**src/core/ctc_pkg.sv**
```systemverilog
// constants and types of the clock source and trace configuration block
// What this block does
// - two-bit field selects slow clock source
// - bypass bit picks rail-to-rail external clock
// - external bit takes external source instead crystal
// - fast start task starts crystal oscillator
// - started event after power-up plus debounce
// - calibration interval survives ordinary reset
// - trace config reset only by debug reset
// - speed field picks 32/16/8/4 MHz trace clock
// - trace clock pin outputs port clock halved
// - routing zero leaves all pins as GPIO
// - routing one routes serial trace only
// - routing two routes clock and parallel data
// - slow start task captures source into copy
`default_nettype none
package ctc_pkg;
	localparam logic [11:0] OFS_SRC_COPY = 12'h41c;
	localparam logic [11:0] OFS_SRC = 12'h518;
	localparam logic [11:0] OFS_DEBOUNCE = 12'h528;
	localparam logic [11:0] OFS_CAL_IV = 12'h538;
	localparam logic [11:0] OFS_TRACE = 12'h55c;
	localparam logic [11:0] OFS_RC_MODE = 12'h5b4;
	localparam logic [11:0] OFS_IRQ_STS = 12'h600;
	localparam logic [11:0] OFS_IRQ_MSK = 12'h604;
	localparam logic [11:0] OFS_OSC_STATE = 12'h608;
	// field positions
	localparam int SRC_LSB = 0;
	localparam int BYP_BIT = 16;
	localparam int EXT_BIT = 17;
	localparam int SPD_LSB = 0;
	localparam int MUX_LSB = 16;
	localparam logic [1:0] SRC_RC = 2'h0;
	localparam logic [1:0] SRC_XTAL = 2'h1;
	localparam logic [1:0] SRC_SYNTH = 2'h2;
	localparam logic [1:0] MUX_GPIO = 2'h0;
	localparam logic [1:0] MUX_SERIAL = 2'h1;
	localparam logic [1:0] MUX_PARALLEL = 2'h2;
	// reset values
	localparam logic [1:0] SRC_RST = 2'h0;
	localparam logic [7:0] DEB_RST = 8'h10;
	localparam logic [6:0] CAL_RST = 7'h00;
	localparam logic [1:0] TRC_RST = 2'h0;
	// timing
	localparam int CLK_KHZ = 100000;
	localparam int US_NS = 1000;
	localparam int CLK_NS = 10;
	localparam int US_CYC = US_NS / CLK_NS;
	localparam int TRC_MAX_KHZ = 32000;

	typedef enum logic [3:0] {
		FX_IDLE = 4'b0001,
		FX_PWRUP = 4'b0010,
		FX_DEBOUNCE = 4'b0100,
		FX_RUN = 4'b1000
	} ctc_fx_e;

	typedef struct packed {
		logic [11:0] addr;
		logic [31:0] wdata;
		logic wr;
		logic rd;
	} ctc_bus_s;

	typedef struct packed {
		logic serial_wire_trace_output;
		logic [3:0] data;
	} ctc_trace_s;

	// half period of the trace pin clock in ref clock cycles, at least one
	function automatic logic [7:0] half_cycles(input logic [1:0] spd);
		int c;
		c = CLK_KHZ / (TRC_MAX_KHZ >> spd);
		if (c < 1) begin
			c = 1;
		end
		return c[7:0];
	endfunction
endpackage
`default_nettype wire

```
**src/core/ctc_top.sv**
```systemverilog
// clock source selection, crystal start sequencing and trace pin routing
//
// The strobed register port is this design's own decision.
`timescale 1ns/100ps
`default_nettype none
module ctc_top #(
	parameter int PWRUP_US = 100,
	parameter int US_CNT_W = 16
) (
	input wire logic ref_clk,
	input wire logic sys_rst,
	input wire logic dbg_rst,
	input wire logic pwr_rst,
	input wire logic clk_en,
	input wire ctc_pkg::ctc_bus_s bus,
	output logic [31:0] bus_rdata,
	input wire logic fast_clock_start_task,
	input wire logic slow_clock_start_task,
	output logic fast_clock_started_event,
	output logic fast_crystal_oscillator,
	output logic [1:0] source_field,
	output logic slow_bypass,
	output logic slow_external,
	output logic slow_rc_ulp,
	output logic [6:0] calibration_interval,
	input wire ctc_pkg::ctc_trace_s trace_in,
	output ctc_pkg::ctc_trace_s trace_pin_o,
	output ctc_pkg::ctc_trace_s trace_pin_oe,
	output logic trace_clock_pin_o,
	output logic trace_clock_pin_oe,
	output logic irq
);
	typedef struct packed {
		logic [1:0] src;
		logic byp;
		logic ext;
		logic [7:0] deb;
		logic [6:0] cal;
		logic [1:0] spd;
		logic [1:0] mux;
		logic rc_ulp;
		logic [1:0] copy;
		ctc_pkg::ctc_fx_e st;
		logic [6:0] pre;
		logic [US_CNT_W-1:0] us;
		logic sts;
		logic msk;
		logic evt;
		logic [31:0] rdata;
		logic [7:0] tdiv;
		logic tclk;
		ctc_pkg::ctc_trace_s po;
		ctc_pkg::ctc_trace_s poe;
		logic tclk_oe;
	} ctc_state_s;

	ctc_state_s r;
	ctc_state_s nxt;
	logic us_tick;
	logic [US_CNT_W-1:0] pwrup_us;
	logic wr_src;

	assign pwrup_us = US_CNT_W'(PWRUP_US);
	assign us_tick = (r.pre == 7'(ctc_pkg::US_CYC - 1));
	assign wr_src = bus.wr && bus.addr == ctc_pkg::OFS_SRC;

	////////////////////////////////////////////////////////////////////////
	always_comb begin
		nxt = r;
		nxt.evt = 1'b0;
		nxt.rdata = 32'h0000_0000;
		// register writes
		if (bus.wr) begin
			unique case (bus.addr)
				ctc_pkg::OFS_SRC: begin
					nxt.src = bus.wdata[ctc_pkg::SRC_LSB +: 2];
					nxt.byp = bus.wdata[ctc_pkg::BYP_BIT];
					nxt.ext = bus.wdata[ctc_pkg::EXT_BIT];
				end
				// a write during start-up is the caller's fault; taken as is
				ctc_pkg::OFS_DEBOUNCE: nxt.deb = bus.wdata[7:0];
				ctc_pkg::OFS_CAL_IV: nxt.cal = bus.wdata[6:0];
				ctc_pkg::OFS_TRACE: begin
					nxt.spd = bus.wdata[ctc_pkg::SPD_LSB +: 2];
					nxt.mux = bus.wdata[ctc_pkg::MUX_LSB +: 2];
				end
				ctc_pkg::OFS_RC_MODE: nxt.rc_ulp = bus.wdata[0];
				ctc_pkg::OFS_IRQ_MSK: nxt.msk = bus.wdata[0];
				default: ;
			endcase
		end
		// register reads, answered one cycle later
		if (bus.rd) begin
			unique case (bus.addr)
				ctc_pkg::OFS_SRC_COPY: nxt.rdata[1:0] = r.copy;
				ctc_pkg::OFS_SRC: begin
					nxt.rdata[ctc_pkg::SRC_LSB +: 2] = r.src;
					nxt.rdata[ctc_pkg::BYP_BIT] = r.byp;
					nxt.rdata[ctc_pkg::EXT_BIT] = r.ext;
				end
				ctc_pkg::OFS_DEBOUNCE: nxt.rdata[7:0] = r.deb;
				ctc_pkg::OFS_CAL_IV: nxt.rdata[6:0] = r.cal;
				ctc_pkg::OFS_TRACE: begin
					nxt.rdata[ctc_pkg::SPD_LSB +: 2] = r.spd;
					nxt.rdata[ctc_pkg::MUX_LSB +: 2] = r.mux;
				end
				ctc_pkg::OFS_RC_MODE: nxt.rdata[0] = r.rc_ulp;
				ctc_pkg::OFS_IRQ_STS: nxt.rdata[0] = r.sts;
				ctc_pkg::OFS_IRQ_MSK: nxt.rdata[0] = r.msk;
				ctc_pkg::OFS_OSC_STATE: nxt.rdata[3:0] = r.st;
				default: ;
			endcase
		end
		if (slow_clock_start_task) begin
			nxt.copy = r.src;
		end
		// crystal start: power-up wait, then debounce wait, in microseconds
		nxt.pre = us_tick ? 7'h00 : 7'(r.pre + 7'h01);
		unique case (r.st)
			ctc_pkg::FX_IDLE: begin
				if (fast_clock_start_task) begin
					nxt.st = ctc_pkg::FX_PWRUP;
					nxt.us = '0;
					nxt.pre = 7'h00;
				end
			end
			ctc_pkg::FX_PWRUP: begin
				if (us_tick) begin
					nxt.us = US_CNT_W'(r.us + 1'b1);
					if (US_CNT_W'(r.us + 1'b1) >= pwrup_us) begin
						nxt.st = ctc_pkg::FX_DEBOUNCE;
						nxt.us = '0;
					end
				end
			end
			ctc_pkg::FX_DEBOUNCE: begin
				if (r.us >= US_CNT_W'(r.deb)) begin
					nxt.st = ctc_pkg::FX_RUN;
					nxt.evt = 1'b1;
				end else if (us_tick) begin
					nxt.us = US_CNT_W'(r.us + 1'b1);
				end
			end
			ctc_pkg::FX_RUN: ;
			default: nxt.st = ctc_pkg::FX_IDLE;
		endcase
		// sticky flag: the set wins over a write-one clear
		if (bus.wr && bus.addr == ctc_pkg::OFS_IRQ_STS && bus.wdata[0]) begin
			nxt.sts = 1'b0;
		end
		if (nxt.evt) begin
			nxt.sts = 1'b1;
		end
		// trace pin clock: half period follows the port speed
		if (r.tdiv >= 8'(ctc_pkg::half_cycles(r.spd) - 8'h01)) begin
			nxt.tdiv = 8'h00;
			nxt.tclk = ~r.tclk;
		end else begin
			nxt.tdiv = 8'(r.tdiv + 8'h01);
		end
		// pin routing; an unused code behaves as plain GPIO
		nxt.po = '0;
		nxt.poe = '0;
		nxt.tclk_oe = 1'b0;
		unique case (r.mux)
			ctc_pkg::MUX_SERIAL: begin
				nxt.po.serial_wire_trace_output = trace_in.serial_wire_trace_output;
				nxt.poe.serial_wire_trace_output = 1'b1;
			end
			ctc_pkg::MUX_PARALLEL: begin
				nxt.po.data = trace_in.data;
				nxt.poe.data = 4'hf;
				nxt.tclk_oe = 1'b1;
			end
			default: ;
		endcase
		// separate reset scopes keep retained registers alive
		if (sys_rst) begin
			nxt.src = ctc_pkg::SRC_RST;
			nxt.byp = 1'b0;
			nxt.ext = 1'b0;
			nxt.deb = ctc_pkg::DEB_RST;
			nxt.rc_ulp = 1'b0;
			nxt.copy = ctc_pkg::SRC_RST;
			nxt.st = ctc_pkg::FX_IDLE;
			nxt.pre = 7'h00;
			nxt.us = '0;
			nxt.sts = 1'b0;
			nxt.msk = 1'b0;
			nxt.evt = 1'b0;
			nxt.rdata = 32'h0000_0000;
			nxt.po = '0;
			nxt.poe = '0;
			nxt.tclk_oe = 1'b0;
		end
		if (dbg_rst) begin
			nxt.spd = ctc_pkg::TRC_RST;
			nxt.mux = ctc_pkg::TRC_RST;
			nxt.tdiv = 8'h00;
			nxt.tclk = 1'b0;
		end
		if (pwr_rst) begin
			nxt.cal = ctc_pkg::CAL_RST;
		end
	end

	// clock enable low freezes every flop, resets included
	always_ff @(posedge ref_clk) begin
		if (clk_en) begin
			r <= nxt;
		end
	end

	assign bus_rdata = r.rdata;
	assign fast_clock_started_event = r.evt;
	assign fast_crystal_oscillator = (r.st != ctc_pkg::FX_IDLE);
	assign source_field = r.src;
	assign slow_bypass = r.byp;
	assign slow_external = r.ext;
	assign slow_rc_ulp = r.rc_ulp;
	assign calibration_interval = r.cal;
	assign trace_pin_o = r.po;
	assign trace_pin_oe = r.poe;
	assign trace_clock_pin_o = r.tclk;
	assign trace_clock_pin_oe = r.tclk_oe;
	assign irq = r.sts & r.msk;

	////////////////////////////////////////////////////////////////////////
	// checks
	// counter frozen by clk_en like the state, else a stalled start looks long
	logic [US_CNT_W+7:0] start_cyc;
	always_ff @(posedge ref_clk) begin
		if (clk_en) begin
			if (sys_rst || r.st == ctc_pkg::FX_IDLE) begin
				start_cyc <= '0;
			end else begin
				start_cyc <= (US_CNT_W+8)'(start_cyc + 1'b1);
			end
		end
	end
endmodule
`default_nettype wire

```
**config.mk**
```make
export PLATFORM = sky130hd
export DESIGN_NAME = ctc_top
export DESIGN_NICKNAME = d
export VERILOG_FILES = /design/src/core/ctc_pkg.sv /design/src/core/ctc_top.sv
export SDC_FILE = /design/constraint.sdc
export NUM_CORES = 1
export LEC_CHECK = 0
export BUFFER_PORTS_ARGS = -buffer_cell sky130_fd_sc_hd__buf_4
export CAP_MARGIN = 20
export CORE_ASPECT_RATIO = 1.75
export CORE_UTILIZATION = 45
export DETAILED_ROUTE_END_ITERATION = 7
export GPL_TIMING_DRIVEN = 0
export PLACE_DENSITY_LB_ADDON = 0.05
export SYNTH_ARGS = -nofsm -noshare
export SYNTH_HDL_FRONTEND = slang
export SYNTH_SLANG_ARGS = --single-unit
```
**constraint.sdc**
```tcl
create_clock -name ref_clk -period 7.6 [get_ports ref_clk]
set_input_delay 0.38 -clock ref_clk [delete_from_list [all_inputs] [get_ports ref_clk]]
set_output_delay 0.38 -clock ref_clk [all_outputs]
set_load 0.1 [all_outputs]
```
==> results.md <==
* WP data arrival at approximately 3.0 ns
* CP startpoint: r[60]$_SDFFCE_PP0P_
* Sequential area share after synthesis at 47.9%
* Post-Syn Instances at 474
* Number of global-route vias before repair at 3634
* Vias/cell at 5.11
* WHS Endpoint: trace_pin_o[0]$_SDFFCE_PP0P_
* Critical Path Stages at 7
* Core region area at 11100 µm²
* CP max stage delay at 0.69 ns
* Buf/Inv on CP at 0
* Max stage delay cell, worst path: o21a_1
* Final setup fails at 0
* Worst path cell trace: ha_1, a211o_1, a21oi_1, o21ai_1, a41o_1, a221oi_1, o21a_1
* WL final at 11300 µm
* Netlist cell types at 60
* Pre-Repair DR Iteration Count at 4
* Slew Viols, Final at 0
* CTS Buffer Depth at 2
* Die Wd at 82.8 µm
* DRC at 0
* CTS root buffer: clkbuf_16
* CP Launch Type: flip-flop
* Initial cell density of the core at between 40% and 50%
* Hold WC Path Type: in -> reg
* Max Cap Viol at 0
* Final setup TNS at 0 ns
* Commonest non-fill, non-tap cells in the layout: buf_4, edfxtp_1, nor2_1, nor2b_1, ha_1
* Clock latency on the worst-skew pair at roughly 0.34 ns
* Cts bufs inserted at 9
* Crit path kind: reg -> reg
* Hold Crit Depth at 2
* Global-route wire length before repair at 17900 µm
* Die H at 143 µm
* Port Buf Inserts at 72
* DR WL/cell at roughly 16 µm
* R2R Path End: r[64]$_SDFFCE_PP0P_
* CTS tree: done
* Max FO, Critical Path at 16
* Hold Crit Start: trace_in[0]
* Initial DRC Count at 203
* GRT Overall Usage at 20.7%
* CTS H-tree lvls at 3
* Lkg Pwr at 0.00258 µW
* Largest net degree at the start of global routing at 37
* Reg2reg path depth at 7
* Share of cells above drive strength 1 at between 20% and 30%
* Synth async-reset ratio at 0%
* Hold_buf cts at 0
* Cell area after layout at 6270 µm²
* Synth Flop Type: edfxtp_1
* Peak supply drop at 0.000135 V
* Cell Area, Synth at 5140 µm²
* CTS resizes at 0
* Layout area overhead at 22.0%
* Status: finished clean
* Slew @ Worst Pin at 0.906 ns
* Post-synth EDFFs at slightly above 80
* Reg clk slew, reported paths at 0.06 ns
* Relative slew slack at 39.0%
* Post-Syn Area per Cell at about 11 µm²
* DRT antenna net count at 0
* Io pins at about 120
* PwrDens at between 200 and 250 nW/µm²
* Number of setup buffers added after CTS at 0
* Delay-heaviest family, CP: compound AO/OA/AOI/OAI gates
* RSZ-0062 raised after global routing: no
* Final Wtd Congestion at between 0.8 and 0.9
* Worst EP required at 7.57 ns
* Grt ovf at 0
* Antenna cell count at 0
* Total die area at 11900 µm²
* Via Count at ~3700
* Critical path endpoint category: flip-flop
* Rows at 51
* Setup slack, reg-to-reg at ~4.5 ns
* # clock sinks at between 80 and 90
* Final min period at roughly 3.1 ns
* Worst reg2reg startpoint: r[60]$_SDFFCE_PP0P_
* Nets at around 660
* Register bit count reported by yosys at 82
* Achievable frequency at 327 MHz
* Final hold viol count at 0
* Synth Warn # at 0
* Most common cell after layout, fill and taps aside: buf_4
* Placed instance area at 5930 µm²
* Final Cycle Share at 40.3%
* Hpwl dp at around 8700 µm
* Initial antenna violation count at 0
* Clk_skew at 0.00628 ns
worst max path at each step:
| stage | end | slack (ns) |
|---|---|---|
| 2_1_floorplan | r[55]$_SDFFCE_PP0P_ | 4.99 |
| 3_3_place_gp | r[65]$_SDFFCE_PP0P_ | 4.59 |
| 3_5_place_dp | r[65]$_SDFFCE_PP0P_ | 4.56 |
| 4_1_cts | r[63]$_SDFFCE_PP0P_ | 4.54 |
| 5_1_grt | r[63]$_SDFFCE_PP0P_ | 4.45 |
| 6_report | r[64]$_SDFFCE_PP0P_ | 4.54 |
layout make-up:
type,count,area (µm²)
well taps,132,165
plain buffers,63,437
fillers,1011,4830
multi-input cells,329,2240
repair buffers,72,541
clock inverters,6,114
inverters,22,82.6
clock buffers,10,229
flip-flops and latches,82,2460
power by group:
group / switching, µW / total (µW) / internal, µW / leakage (µW)
Combinational: 185 / 260 / 74.9 / 0.00162
Sequential: 20.8 / 546 / 526 / 0.000798
Clock: 186 / 508 / 322 / 0.000159
Total: 391 / 1310 / 923 / 0.00258
Yosys cell counts, types with 2 or more instances:
cell type / count / area share, %
and2_1: 8 / 0.97
o21ai_1: 4 / 0.39
nor3b_1: 4 / 0.58
nor2b_1: 29 / 3.5
nand2_1: 26 / 1.9
and3_1: 5 / 0.61
nor4_1: 5 / 0.61
nor3_1: 12 / 1.2
conb_1: 2 / 0.15
nand4_2: 2 / 0.49
ha_1: 27 / 6.6
o21a_1: 4 / 0.58
nand3_1: 16 / 1.6
a22oi_1: 4 / 0.58
nand3b_1: 5 / 0.73
a21oi_2: 9 / 1.5
a21oi_1: 16 / 1.6
xor2_1: 6 / 1.0
o2111a_1: 2 / 0.44
edfxtp_1: 82 / 48
nand2b_1: 7 / 0.85
buf_4: 51 / 7.5
or3_1: 3 / 0.37
inv_1: 22 / 1.6
a31oi_1: 6 / 0.73
and4b_1: 3 / 0.58
buf_1: 2 / 0.15
a32oi_1: 2 / 0.34
clkbuf_1: 8 / 0.58
mux2i_1: 9 / 1.8
o21ai_0: 5 / 0.49
xnor2_1: 20 / 3.4
a21o_1: 4 / 0.58
nor2_1: 38 / 2.8
per-layer routing:
metal,track usage [%],up-vias,routed length [µm]
li1,-,1830,-
met4,10.4,0,313
met2,37.5,71,6300
met5,0,-,0
met3,2.98,20,419
met1,22.4,1737,4290
sequential cells by signal (all words and copies together), names as in the netlist:
signal / cells
bus_rdata: 10
calibration_interval: 7
r: 51
trace_pin_oe: 2
source_field: 2
slow_bypass: 1
trace_pin_o: 5
slow_rc_ulp: 1
trace_clock_pin_o: 1
fast_clock_started_event: 1
slow_external: 1
through the flow:
stage / utilization, % / hold slack [ns] / instances / power (µW) / worst slack (ns)
floorplan: - / 0.492 / 496 / 754 / 4.99
detailed placement: 53.4 / 0.551 / 700 / 817 / 4.56
global route: 56.5 / 0.303 / 716 / 1360 / 4.45
finish: 56.5 / 0.316 / 716 / 1310 / 4.54
CTS: 56.5 / 0.304 / 716 / 1320 / 4.54
global placement: 53.4 / 0.546 / 700 / 813 / 4.59
cell families after synthesis:
| family | share of synthesized area (%) |
|---|---|
| flops | 47.9 |
| fa+ha+maj | 6.57 |
| mux | 1.75 |
| other cells | 0.146 |
| xor+xnor | 4.43 |
| buf+inv | 10.1 |
| simple gates | 19.1 |
| compound gates | 9.93 |
No activity file was read; power rests on OpenSTA's default activity.
